[config.mk]
export PLATFORM = sky130hd
export DESIGN_NAME = swl_sequencer
export DESIGN_NICKNAME = d
export VERILOG_FILES = /design/src/core/swl_pkg.sv /design/src/core/swl_trig_if.sv /design/src/core/swl_trig_edge.sv /design/src/core/swl_sequencer.sv
export SDC_FILE = /design/constraint.sdc
export NUM_CORES = 2
export LEC_CHECK = 0
export BUFFER_PORTS_ARGS = -buffer_cell sky130_fd_sc_hd__buf_4
export CORE_MARGIN = 2
export CORE_UTILIZATION = 55
export CTS_BUF_LIST = sky130_fd_sc_hd__clkbuf_4
export CTS_CLUSTER_DIAMETER = 100
export CTS_CLUSTER_SIZE = 40
export DETAILED_ROUTE_END_ITERATION = 10
export PLACE_DENSITY = 0.69
export SLEW_MARGIN = 10
export SYNTH_ARGS = -nofsm -noshare
export SYNTH_HDL_FRONTEND = slang
export SYNTH_SLANG_ARGS = --single-unit
export TNS_END_PERCENT = 20
[constraint.sdc]
create_clock -name core_clk -period 12.1 [get_ports core_clk]
set_input_delay 2.42 -clock core_clk [delete_from_list [all_inputs] [get_ports core_clk]]
set_output_delay 2.42 -clock core_clk [all_outputs]
set_load 0.005 [all_outputs]
[src/core/swl_pkg.sv]
// Package for the sweep and list sequencer: constants and types
package swl_pkg;
    localparam int FREQ_W        = 48;
    localparam int LEVEL_W       = 16;
    localparam int DWELL_W       = 32;
    localparam int LOG_FRAC_W    = 16;
    localparam int LIST_DEPTH    = 16;
    localparam logic [DWELL_W-1:0] DWELL_RESET = 32'h0000_0001;
    localparam int SYNC_STAGES   = 2;
    localparam int CLK_PERIOD_PS = 4000;

    typedef enum logic [1:0] {
        SWL_AUTO, SWL_SINGLE, SWL_STEP, SWL_EXT_START_STOP
    } swl_mode_t;

    typedef enum logic [1:0] {
        SWL_OFF, SWL_FREQ_SWEEP, SWL_LEVEL_SWEEP, SWL_LIST
    } swl_func_t;
endpackage : swl_pkg

[src/core/swl_trig_if.sv]
// Interface carrying the qualified trigger between sequencer and edge unit
`timescale 1ns/10ps
`default_nettype none
interface swl_trig_if;
    logic extTrig;
    logic slopeFalling;
    logic trigPulse;
    modport edge_unit (input extTrig, input slopeFalling, output trigPulse);
    modport seq (output extTrig, output slopeFalling, input trigPulse);
endinterface : swl_trig_if
`default_nettype wire

[src/core/swl_trig_edge.sv]
// Trigger synchroniser and selectable edge detector
`timescale 1ns/10ps
`default_nettype none
module swl_trig_edge
    import swl_pkg::*;
(
    input  wire logic core_clk,
    input  wire logic reset,
    swl_trig_if.edge_unit trig
);
    logic [SYNC_STAGES-1:0] syncChain_reg;
    logic                   lastLevel_reg;
    logic                   pulse_reg;

    always_ff @(posedge core_clk or posedge reset) begin
        if (reset) begin
            syncChain_reg <= '0;
        end else begin
            syncChain_reg <= {syncChain_reg[SYNC_STAGES-2:0], trig.extTrig};
        end
    end

    always_ff @(posedge core_clk or posedge reset) begin
        if (reset) begin
            lastLevel_reg <= 1'b0;
            pulse_reg     <= 1'b0;
        end else begin
            lastLevel_reg <= syncChain_reg[SYNC_STAGES-1];
            pulse_reg     <= trig.slopeFalling
                ? (lastLevel_reg & ~syncChain_reg[SYNC_STAGES-1])
                : (~lastLevel_reg & syncChain_reg[SYNC_STAGES-1]);
        end
    end

    assign trig.trigPulse = pulse_reg;
endmodule : swl_trig_edge
`default_nettype wire

[src/core/swl_sequencer.sv]
// Sweep and list sequencer: frequency, level and list stepping
`timescale 1ns/10ps
`default_nettype none
module swl_sequencer
    import swl_pkg::*;
#(
    parameter int LIST_N = LIST_DEPTH
) (
    input  wire logic                     core_clk,
    input  wire logic                     reset,
    input  wire swl_pkg::swl_func_t       funcReq,
    input  wire logic                     funcReqValid,
    input  wire swl_pkg::swl_mode_t       sweepMode,
    input  wire swl_pkg::swl_mode_t       listMode,
    input  wire logic                     shapeTriangle,
    input  wire logic                     retraceEn,
    input  wire logic                     spacingLog,
    input  wire logic                     rangeByCenter,
    input  wire logic [FREQ_W-1:0]        freqStart,
    input  wire logic [FREQ_W-1:0]        freqStop,
    input  wire logic [FREQ_W-1:0]        freqCenter,
    input  wire logic [FREQ_W-1:0]        freqSpan,
    input  wire logic [FREQ_W-1:0]        freqStepLin,
    input  wire logic [LOG_FRAC_W-1:0]    freqStepLogFrac,
    input  wire logic signed [LEVEL_W-1:0] levelStart,
    input  wire logic signed [LEVEL_W-1:0] levelStop,
    input  wire logic [LEVEL_W-1:0]       levelStepDb,
    input  wire logic [DWELL_W-1:0]       sweepDwell,
    input  wire logic                     dwellFromList,
    input  wire logic [DWELL_W-1:0]       globalDwell,
    input  wire logic                     entryWrEn,
    input  wire logic [$clog2(LIST_N)-1:0] entryWrIdx,
    input  wire logic [FREQ_W-1:0]        entryWrFreq,
    input  wire logic [LEVEL_W-1:0]       entryWrLevel,
    input  wire logic [DWELL_W-1:0]       entryWrDwell,
    input  wire logic                     indexWrEn,
    input  wire logic [$clog2(LIST_N)-1:0] indexWrVal,
    input  wire logic                     sweepResetCmd,
    input  wire logic                     listResetCmd,
    input  wire logic                     executeCmd,
    input  wire logic                     extTrigIn,
    input  wire logic                     trigSlopeFalling,
    output swl_pkg::swl_func_t            activeFunc,
    output logic [FREQ_W-1:0]             curFreq,
    output logic [LEVEL_W-1:0]            curLevel,
    output logic [$clog2(LIST_N)-1:0]     curIndex,
    output logic                          running,
    output logic [FREQ_W-1:0]             effStart,
    output logic [FREQ_W-1:0]             effStop
);
    localparam int IDX_W = $clog2(LIST_N);

    // Elaboration guard: index and wrap logic need at least two entries
    if (LIST_N < 2 || LIST_N > 1024) begin : gListNCheck
        $error("LIST_N out of range");
    end

    swl_trig_if trigBus ();
    assign trigBus.extTrig      = extTrigIn;
    assign trigBus.slopeFalling = trigSlopeFalling;

    swl_trig_edge uEdge (
        .core_clk (core_clk),
        .reset    (reset),
        .trig     (trigBus.edge_unit)
    );

    swl_func_t              func_reg;
    logic [FREQ_W-1:0]      freq_reg;
    logic signed [LEVEL_W-1:0] level_reg;
    logic [IDX_W-1:0]       idx_reg;
    logic                   run_reg;
    logic                   down_reg;
    logic [DWELL_W-1:0]     dwellCnt_reg;
    logic                   modeWasAuto_reg;
    logic [FREQ_W-1:0]      listFreq  [LIST_N];
    logic [LEVEL_W-1:0]     listLevel [LIST_N];
    logic [DWELL_W-1:0]     listDwell [LIST_N];

    logic [FREQ_W-1:0] halfSpan;
    assign halfSpan = freqSpan >> 1;
    assign effStart = rangeByCenter ? freqCenter - halfSpan : freqStart;
    assign effStop  = rangeByCenter ? freqCenter + halfSpan : freqStop;

    logic trig;
    logic isSweep;
    logic isList;
    swl_mode_t mode;
    assign isSweep = (func_reg == SWL_FREQ_SWEEP)
                   || (func_reg == SWL_LEVEL_SWEEP);
    assign isList  = func_reg == SWL_LIST;
    assign mode    = isList ? listMode : sweepMode;
    // execute acts as trigger in single mode
    assign trig = trigBus.trigPulse
        | (executeCmd & (mode == SWL_SINGLE));

    // Dwell length in force for the present step
    logic [DWELL_W-1:0] dwellNow;
    always_comb begin
        dwellNow = sweepDwell;
        if (isList) begin
            dwellNow = dwellFromList ? listDwell[idx_reg] : globalDwell;
        end
        if (dwellNow == '0)
            dwellNow = DWELL_RESET;
    end

    logic dwellDone;
    // step advances after a full dwell
    assign dwellDone = run_reg && (dwellCnt_reg + 1'b1 >= dwellNow);

    // Next frequency: wider intermediate keeps the product exact
    logic [FREQ_W+LOG_FRAC_W-1:0] logProd;
    logic [FREQ_W-1:0] freqInc;
    logic [FREQ_W:0]   freqUp;
    logic [FREQ_W:0]   freqDn;
    assign logProd = freq_reg * freqStepLogFrac;
    // linear hertz or fraction of present
    assign freqInc = spacingLog
        ? logProd[FREQ_W+LOG_FRAC_W-1:LOG_FRAC_W] : freqStepLin;
    assign freqUp = {1'b0, freq_reg} + {1'b0, freqInc};
    assign freqDn = {1'b0, freq_reg} - {1'b0, freqInc};

    // one fixed dB step for level
    logic signed [LEVEL_W:0] levUp;
    logic signed [LEVEL_W:0] levDn;
    assign levUp = level_reg + $signed({1'b0, levelStepDb});
    assign levDn = level_reg - $signed({1'b0, levelStepDb});

    logic atEnd;
    always_comb begin
        atEnd = 1'b0;
        if (func_reg == SWL_FREQ_SWEEP) begin
            if (down_reg)
                atEnd = freqDn[FREQ_W] || freqDn[FREQ_W-1:0] < effStart
                        || freqInc == '0;
            else
                atEnd = freqUp > {1'b0, effStop} || freqInc == '0;
        end else if (func_reg == SWL_LEVEL_SWEEP) begin
            if (down_reg)
                atEnd = levDn < levelStart;
            else
                atEnd = levUp > levelStop;
        end else if (isList) begin
            atEnd = idx_reg == IDX_W'(LIST_N - 1);
        end
    end

    always_ff @(posedge core_clk or posedge reset) begin
        if (reset) begin
            func_reg <= SWL_OFF;
        end else if (funcReqValid) begin
            func_reg <= funcReq;
        end
    end

    logic startFunc;
    assign startFunc = funcReqValid && (funcReq != func_reg);

    always_ff @(posedge core_clk or posedge reset) begin
        if (reset) begin
            modeWasAuto_reg <= 1'b0;
        end else begin
            modeWasAuto_reg <= listMode == SWL_AUTO;
        end
    end

    logic listAutoEntry;
    assign listAutoEntry = isList && listMode == SWL_AUTO
                         && !modeWasAuto_reg;

    // Run state: auto runs free, single runs one pass
    always_ff @(posedge core_clk or posedge reset) begin
        if (reset) begin
            run_reg <= 1'b0;
        end else if (startFunc || func_reg == SWL_OFF) begin
            run_reg <= 1'b0;
        end else if (isList && listResetCmd) begin
            run_reg <= 1'b0;
        end else if (isSweep && sweepResetCmd) begin
            run_reg <= 1'b0;
        end else begin
            case (mode)
                SWL_AUTO: begin
                    run_reg <= 1'b1;
                end
                SWL_SINGLE: begin
                    if (trig)
                        run_reg <= 1'b1;
                    else if (dwellDone && atEnd && !down_reg
                             && !(shapeTriangle && isSweep))
                        run_reg <= 1'b0;
                    else if (dwellDone && atEnd && down_reg)
                        run_reg <= 1'b0;
                end
                SWL_EXT_START_STOP: begin
                    if (trigBus.trigPulse)
                        run_reg <= ~run_reg;
                end
                default: begin
                    run_reg <= 1'b0;
                end
            endcase
        end
    end

    always_ff @(posedge core_clk or posedge reset) begin
        if (reset) begin
            dwellCnt_reg <= '0;
        end else if (!run_reg || dwellDone) begin
            dwellCnt_reg <= '0;
        end else begin
            dwellCnt_reg <= dwellCnt_reg + 1'b1;
        end
    end

    // Restart of a sweep or pass at its start value
    logic restart;
    assign restart = startFunc || (isSweep && sweepResetCmd)
        || (!run_reg && trig && mode == SWL_SINGLE)
        || (!run_reg && isSweep && mode == SWL_AUTO);

    // Frequency and level stepping
    always_ff @(posedge core_clk or posedge reset) begin
        if (reset) begin
            freq_reg  <= '0;
            level_reg <= '0;
            down_reg  <= 1'b0;
        end else if (restart) begin
            freq_reg  <= effStart;
            level_reg <= levelStart;
            down_reg  <= 1'b0;
        end else if (isSweep && mode == SWL_STEP && trig) begin
            if (func_reg == SWL_FREQ_SWEEP)
                freq_reg <= atEnd ? effStart : freqUp[FREQ_W-1:0];
            else
                level_reg <= atEnd ? levelStart : levUp[LEVEL_W-1:0];
        end else if (isSweep && dwellDone) begin
            if (!atEnd && func_reg == SWL_FREQ_SWEEP) begin
                freq_reg  <= down_reg ? freqDn[FREQ_W-1:0]
                                      : freqUp[FREQ_W-1:0];
            end else if (!atEnd) begin
                // Level sweep leaves the frequency alone
                level_reg <= down_reg ? levDn[LEVEL_W-1:0]
                                      : levUp[LEVEL_W-1:0];
            end else if (shapeTriangle && !down_reg) begin
                down_reg <= 1'b1;
            end else if (mode != SWL_SINGLE || retraceEn) begin
                freq_reg  <= effStart;
                level_reg <= levelStart;
                down_reg  <= 1'b0;
            end
        end
    end

    // List index stepping
    always_ff @(posedge core_clk or posedge reset) begin
        if (reset) begin
            idx_reg <= '0;
        end else if (startFunc || listAutoEntry
                     || (isList && listResetCmd)) begin
            idx_reg <= '0;
        end else if (isList && mode == SWL_STEP) begin
            if (indexWrEn)
                idx_reg <= indexWrVal;
            else if (trig)
                idx_reg <= atEnd ? '0 : idx_reg + 1'b1;
        end else if (isList && !run_reg && trig && mode == SWL_SINGLE) begin
            idx_reg <= '0;
        end else if (isList && dwellDone) begin
            if (!atEnd)
                idx_reg <= idx_reg + 1'b1;
            else if (mode != SWL_SINGLE)
                idx_reg <= '0;
        end
    end

    // List table storage
    always_ff @(posedge core_clk) begin
        if (entryWrEn) begin
            listFreq[entryWrIdx]  <= entryWrFreq;
            listLevel[entryWrIdx] <= entryWrLevel;
            listDwell[entryWrIdx] <= entryWrDwell;
        end
    end

    assign activeFunc = func_reg;
    assign running    = run_reg;
    assign curIndex   = idx_reg;
    assign curFreq    = isList ? listFreq[idx_reg] : freq_reg;
    assign curLevel   = isList ? listLevel[idx_reg] : level_reg;
endmodule : swl_sequencer
`default_nettype wire

Word level (Yosys, flattened, before mapping)
Memory sizes are Yosys's and may differ from the RTL's.
Index checks and enable logic that the tools add are counted.
{"block": "word_totals", "output_inout_bits": 167, "elab_cells": 177, "mem_bits_rw": 1536, "in_bits": 493, "reg_bits": 109, "n_memories": 3}
{"block": "op_classes", "magnitude_cmp": 5, "eq_ne": 21, "bitwise": 7, "n_reduce_logical": 59, "mux": 62, "n_addsub": 8, "multipliers": 1}
{"name": "listFreq", "depth": 16, "word_bits": 48, "rd": 1, "rd_clocked_by_memory_dff": 0, "write_ports": 1, "line_no": "swl_sequencer.sv:76", "rtl": "logic [FREQ_W-1:0] listFreq [LIST_N];"}
{"name": "listDwell", "depth": 16, "word_bits": 32, "rd": 1, "rd_clocked_by_memory_dff": 0, "write_ports": 1, "line_no": "swl_sequencer.sv:78", "rtl": "logic [DWELL_W-1:0] listDwell [LIST_N];"}
{"name": "listLevel", "depth": 16, "word_bits": 16, "rd": 1, "rd_clocked_by_memory_dff": 0, "write_ports": 1, "line_no": "swl_sequencer.sv:77", "rtl": "logic [LEVEL_W-1:0] listLevel [LIST_N];"}
{"cell": "$mux W48", "count": 14}
{"cell": "$mux W16", "count": 11}
{"cell": "$mux W32", "count": 4}
{"cell": "$mul A48 B16 Y64", "count": 1}
{"cell": "$add A48 B48 Y49", "count": 1}
{"cell": "$gt A49 B48 Y1", "count": 1}
{"cell": "$sub A48 B48 Y49", "count": 1}
{"cell": "$add A48 B47 Y48", "count": 1}
{"cell": "$logic_not A48 Y1", "count": 1}
{"cell": "$lt A48 B48 Y1", "count": 1}
{"cell": "$sub A48 B47 Y48", "count": 1}
{"cell": "$mux W4", "count": 9}
{"cell": "$add A32 B1 Y32 const B", "count": 1}
{"cell": "$ge A32 B32 Y1", "count": 1}
{"cell": "$logic_not A32 Y1", "count": 1}
{"cell": "$logic_and A1 B1 Y1", "count": 25}
{"cell": "$mux W1", "count": 22}
{"cell": "$add A16 B17 Y17", "count": 1}
{"cell": "$gt A17 B16 Y1", "count": 1}
{"cell": "$lt A17 B16 Y1", "count": 1}
{"cell": "$sub A16 B17 Y17", "count": 1}
{"cell": "$reduce_and A5 Y1", "count": 3}
{"cell": "$logic_or A1 B1 Y1", "count": 12}
{"cell": "$ne A4 B4 Y1 const B", "count": 3}
{"cell": "other kinds (25)", "count": 45}

Longest topological paths before layout
{"block": "logic_depth", "ltp_word": 17, "mapped_depth": 54, "depth_no_buf": 50}

Cells and area by module
A second synthesis with hierarchy kept.
{"block": "hier_totals", "hier_cells": 9154, "area_unflattened_um2": 108482.8}
{"module": "swl_sequencer", "cells_each": 9146, "seq_area_each_um2": 48751.8, "area_per_inst_um2": 108356.4, "instances": 1}
{"module": "swl_trig_edge", "cells_each": 8, "seq_area_each_um2": 100.1, "area_per_inst_um2": 126.4, "instances": 1}

Least setup slack after synthesis
OpenSTA, ideal clock, no wires.
{"block": "synth_path", "kind": "input -> register", "start": "input port freqStepLogFrac[1]", "end": "register freq_reg[34]", "t_required_ns": 12.018, "stages": 46, "setup_time_ns": 0.082, "arrival_ns": 13.031, "path_slack_ns": -1.013, "path_cell_list": "clkbuf_1 > clkbuf_1 > nand2_1 > fa_1 > inv_1 > fa_1 > inv_1 > fa_1 > inv_1 > fa_1 > fa_1 > inv_1 > fa_1 > inv_1 > ha_1 > clkbuf_1 > nand4_1 > or4_1 > [10 not listed] > a21o_1 > a21oi_1 > nor2_1 > nor2_1 > o21ai_0 > xnor2_1 > ha_1 > nand4_1 > nor4_1 > nand3_1 > a21oi_1 > nor3_1 > o31ai_2 > nand3_1 > a21o_1 > buf_4 > o32a_1 > a31oi_1"}
{"block": "synth_between", "elab_chain_len": 14}
{"item": "start, declared", "line_no": "swl_sequencer.sv:24", "rtl": "input wire logic [LOG_FRAC_W-1:0] freqStepLogFrac,"}
{"item": "$mul A48 B16 Y64 *", "line_no": "swl_sequencer.sv:117", "rtl": "assign logProd = freq_reg * freqStepLogFrac;"}
{"item": "$mux W48 *", "line_no": "swl_sequencer.sv:120", "rtl": "? logProd[FREQ_W+LOG_FRAC_W-1:LOG_FRAC_W] : freqStepLin;"}
{"item": "$sub A48 B48 Y49", "line_no": "swl_sequencer.sv:122", "rtl": "assign freqDn = {1'b0, freq_reg} - {1'b0, freqInc};"}
{"item": "$lt A48 B48 Y1", "line_no": "swl_sequencer.sv:135", "rtl": "atEnd = freqDn[FREQ_W] || freqDn[FREQ_W-1:0] < effStart"}
{"item": "$logic_or A1 B1 Y1", "line_no": "swl_sequencer.sv:135"}
{"item": "$logic_or A1 B1 Y1", "line_no": "swl_sequencer.sv:136", "rtl": "|| freqInc == '0;"}
{"item": "$mux W1", "line_no": "swl_sequencer.sv:134", "rtl": "if (down_reg)"}
{"item": "$mux W1", "line_no": "swl_sequencer.sv:133", "rtl": "if (func_reg == SWL_FREQ_SWEEP) begin"}
{"item": "$logic_not A1 Y1"}
{"item": "$logic_and A1 B1 Y1", "line_no": "swl_sequencer.sv:239", "rtl": "if (!atEnd && func_reg == SWL_FREQ_SWEEP) begin"}
{"item": "$mux W48", "line_no": "swl_sequencer.sv:239"}
{"item": "$mux W48", "line_no": "swl_sequencer.sv:238", "rtl": "end else if (isSweep && dwellDone) begin"}
{"item": "$mux W48", "line_no": "swl_sequencer.sv:233", "rtl": "end else if (isSweep && mode == SWL_STEP && trig) begin"}
{"item": "$mux W48", "line_no": "swl_sequencer.sv:229", "rtl": "end else if (restart) begin"}
{"item": "end signal, assigned", "line_no": "swl_sequencer.sv:230", "rtl": "freq_reg <= effStart;"}
{"item": "end signal, assigned", "line_no": "swl_sequencer.sv:235", "rtl": "freq_reg <= atEnd ? effStart : freqUp[FREQ_W-1:0];"}
{"item": "end signal, assigned", "line_no": "swl_sequencer.sv:240", "rtl": "freq_reg <= down_reg ? freqDn[FREQ_W-1:0]"}
{"item": "end, declared", "line_no": "swl_sequencer.sv:69", "rtl": "logic [FREQ_W-1:0] freq_reg;"}
Every way passes the cells marked *; elsewhere a longest branch is shown, timed or not. The select of a mux whose other input is x is not followed.
A chain may end at the register's enable or synchronous reset.

Worst setup path in the final report
{"block": "layout_path", "start": "input port freqStepLogFrac[3]", "end": "register freq_reg[29]"}
Same word-level chain as after synthesis.

==> flow_summary.ini <==
[run_status]
status = complete, but fails checks
violations = setup timing

[sta]
setup_viol = 51
slew_headroom_pct = 23.1
rsz0062_at_grt = yes
skew_ps = 126
fmax_mhz = 81.5
finalMaxSlewViolations = 0
final.setup.tns_ps = -4240
timing.final.ws_setup_ps = -170
hold_violations = 0
min_period_ps = 12270
worst_pin_slew_ps = 1150
finalCritPeriodShare_pct = 101

[detailed_routing]
viasPerCell = 6.05
wl_per_cell_um = 25.9
num_vias = 78300
firstDrtPassIters = 7
ant_nets = 0
remaining_drc_errors = 0
routed_wl_um = 335000
drt_iter0_markers = 7536

[clocking]
cts_buffers = 56
clk_pin_slew_worst_paths_ps = 290
cts_tree = yes
h-tree-depth = 2
root_buffer = clkbuf_4
insertion_delay_ps = 1320
cts.sinks = 1645
cts_hold_buf = 0
cts_buffer_depth = 3

[critical_path]
timing_worst_setup_path_type = in2reg
slowest_stage = fa_1
rr_startpoint = freq_reg[26]
rr_worst_depth = 51
cp_common_cell = fa_1
reg2reg_to = freq_reg[29]
cp.arrival_ps = 13410
rrSetupSlack_ps = 290
start_kind = input pin
crit_fanout = 16
cp-end-kind = flop
slowest_delay_ps = 540
required_ps = 13240

[yosys]
synthesis.area_mm2 = 0.108
synthFlopType = edfxtp_1
ys_seq_area_share_pct = 45.3
synth_fp_nets = 10700
synthCells = 9016
syn_avg_cell_area_um2 = 12.0
yosys_warnings = 0
async_flop_share_pct = 6.63
synth_cell_types = 101
synth-edff-count = 1536
synth-seq-cells = 1645

[floorplanning]
row_count = 162
pin_count = 660
die_y_um = 447
initial_core_util_pct = 55.4
fp.dieArea_mm2 = 0.200
die_w_um = 447
core_mm2 = 0.195

[global_route]
grt_max_degree = 126
grt_pass1_vias = 79300
antenna_found_initial = 46
grt_overflow_total = 0
grt_usage_pct = 33.0
grt_first_pass_wirelength_um = 490000

[final_layout]
largest_reg_flops = 768
top_regs = listFreq x768, listDwell x512, listLevel x256
regMostFlops = listFreq
drive_gt1_share_pct = 26.1
nNetsFinal = 11900
num-fill-cells = 14700
area_growth_pct = 17.2

[placement]
port_buffers = 658
dp_hpwl_um = 242000
gp_congestion = 0.978

[worst_hold_path]
worst_hold_path.endpoint = uEdge.lastLevel_reg
hold_depth = 0
holdCritPathClass = reg2reg
min_from = uEdge.syncChain_reg[1]

[run]
cap_viol_max_count = 0
## stage by stage
step           hold WS (ps)  setup WS [ps]  utilization (%)  instances  instance area [um^2]
2_1_floorplan           331           -170                -       9016                108000
3_3_place_gp            342          -2050             62.6      12700                122000
3_5_place_dp            344          -2110             62.6      12700                122000
4_1_cts                 338          -59.0             63.6      12800                124000
5_1_grt                 321           -538             64.9      12900                126000
6_report                353           -170             64.9      12900                126000
## kinds of logic (layout without fill, tap and decap cells)
kind of cell    count (synthesis)  after routing  share of synthesized area [%]
simple gates                 2028           2028                           8.81
mux                           766            766                           10.7
fa+ha+maj                    1171           1171                           18.1
other cells                     0             32                              0
xor+xnor                      258            258                           2.10
buf+inv                      1526           2786                           5.37
compound gates               1622           1622                           9.67
flops                        1645           1645                           45.3
## critical path, delay by kind of cell
family / cells / cell delay [ps]
xor+xnor: 1 / 130
simple gates: 10 / 1410
compound gates: 17 / 3250
fa+ha+maj: 9 / 3990
mux: 1 / 310
buf+inv: 16 / 1830
## cell type report
cell class | count | area, um^2 | share of cell area (%)
multi-input combinational | 5845 | 55700 | 44.1
sequential | 1645 | 48900 | 38.7
timing repair buffer | 1655 | 13600 | 10.8
inverter | 1034 | 3890 | 3.07
tap | 2624 | 3280 | 2.60
clock buffer | 78 | 586 | 0.463
clock inverter | 19 | 382 | 0.302
antenna | 32 | 80.1 | 0.0633
## routing by layer
layer | up-vias | wire length, um | global-route usage, %
met5 | - | 187 | 0
met4 | 24 | 21600 | 18.5
met3 | 761 | 23200 | 3.84
met2 | 3366 | 166000 | 56.3
met1 | 39600 | 124000 | 41.0
li1 | 34500 | - | -
## cell usage after synthesis, drive strengths merged (260+ instances only)
library cell / n / area share, %
edfxtp: 1536 / 43
inv: 1028 / 3.6
nand2: 860 / 3.0
fa: 647 / 12
a21oi: 534 / 2.5
ha: 524 / 6.1
clkbuf: 394 / 1.4
nor2: 362 / 1.3
o21ai: 328 / 1.5
mux2i: 291 / 2.7
mux4: 289 / 6.0
and2: 260 / 1.5
## how the worst max path moves through the flow
stage                             start            to  slack, ps  cells past startpoint
floorplan           freqStepLogFrac[15]  level_reg[4]       -170                     48
global placement    freqStepLogFrac[10]   freq_reg[1]      -2050                     49
detailed placement  freqStepLogFrac[10]   freq_reg[1]      -2110                     50
CTS                  freqStepLogFrac[1]   freq_reg[1]        -60                     56
global route         freqStepLogFrac[3]  freq_reg[29]       -540                     55
finish               freqStepLogFrac[3]  freq_reg[29]       -170                     54
## layout by cell type (no fill, tap or decap), drive strengths merged, types with 15 or more instances in the layout
master	instances
and2	260
diode	32
a31oi	51
or3	26
o21bai	58
xnor2	207
buf	1647
and3	69
mux2	186
o21a	36
o22a	15
a21oi	534
dfrtp	109
o221ai	72
nand2	860
nor2b	37
nand2b	41
a211oi	42
nand3	123
inv	1036
nor3	81
nor4	32
nor2	362
nand4	76
a21o	124
mux4	289
o21ai	328
a41oi	16
o31ai	36
clkinv	15
or2	22
ha	524
edfxtp	1536
mux2i	291
xor2	51
o22ai	74
o211ai	29
fa	647
clkbuf	85
a22oi	21
## what timing repair did
item	4_1_cts	5_1_grt
endpoints found under the hold margin	0	0
buffers inserted	23	50
resized for setup	162	372
gates cloned	2	7
setup endpoints to repair	70	70
pin swaps	61	168
Power is left out: the tool's default activity adds up to more than one toggle a clock period on the data nets, which glitch-free logic cannot reach.
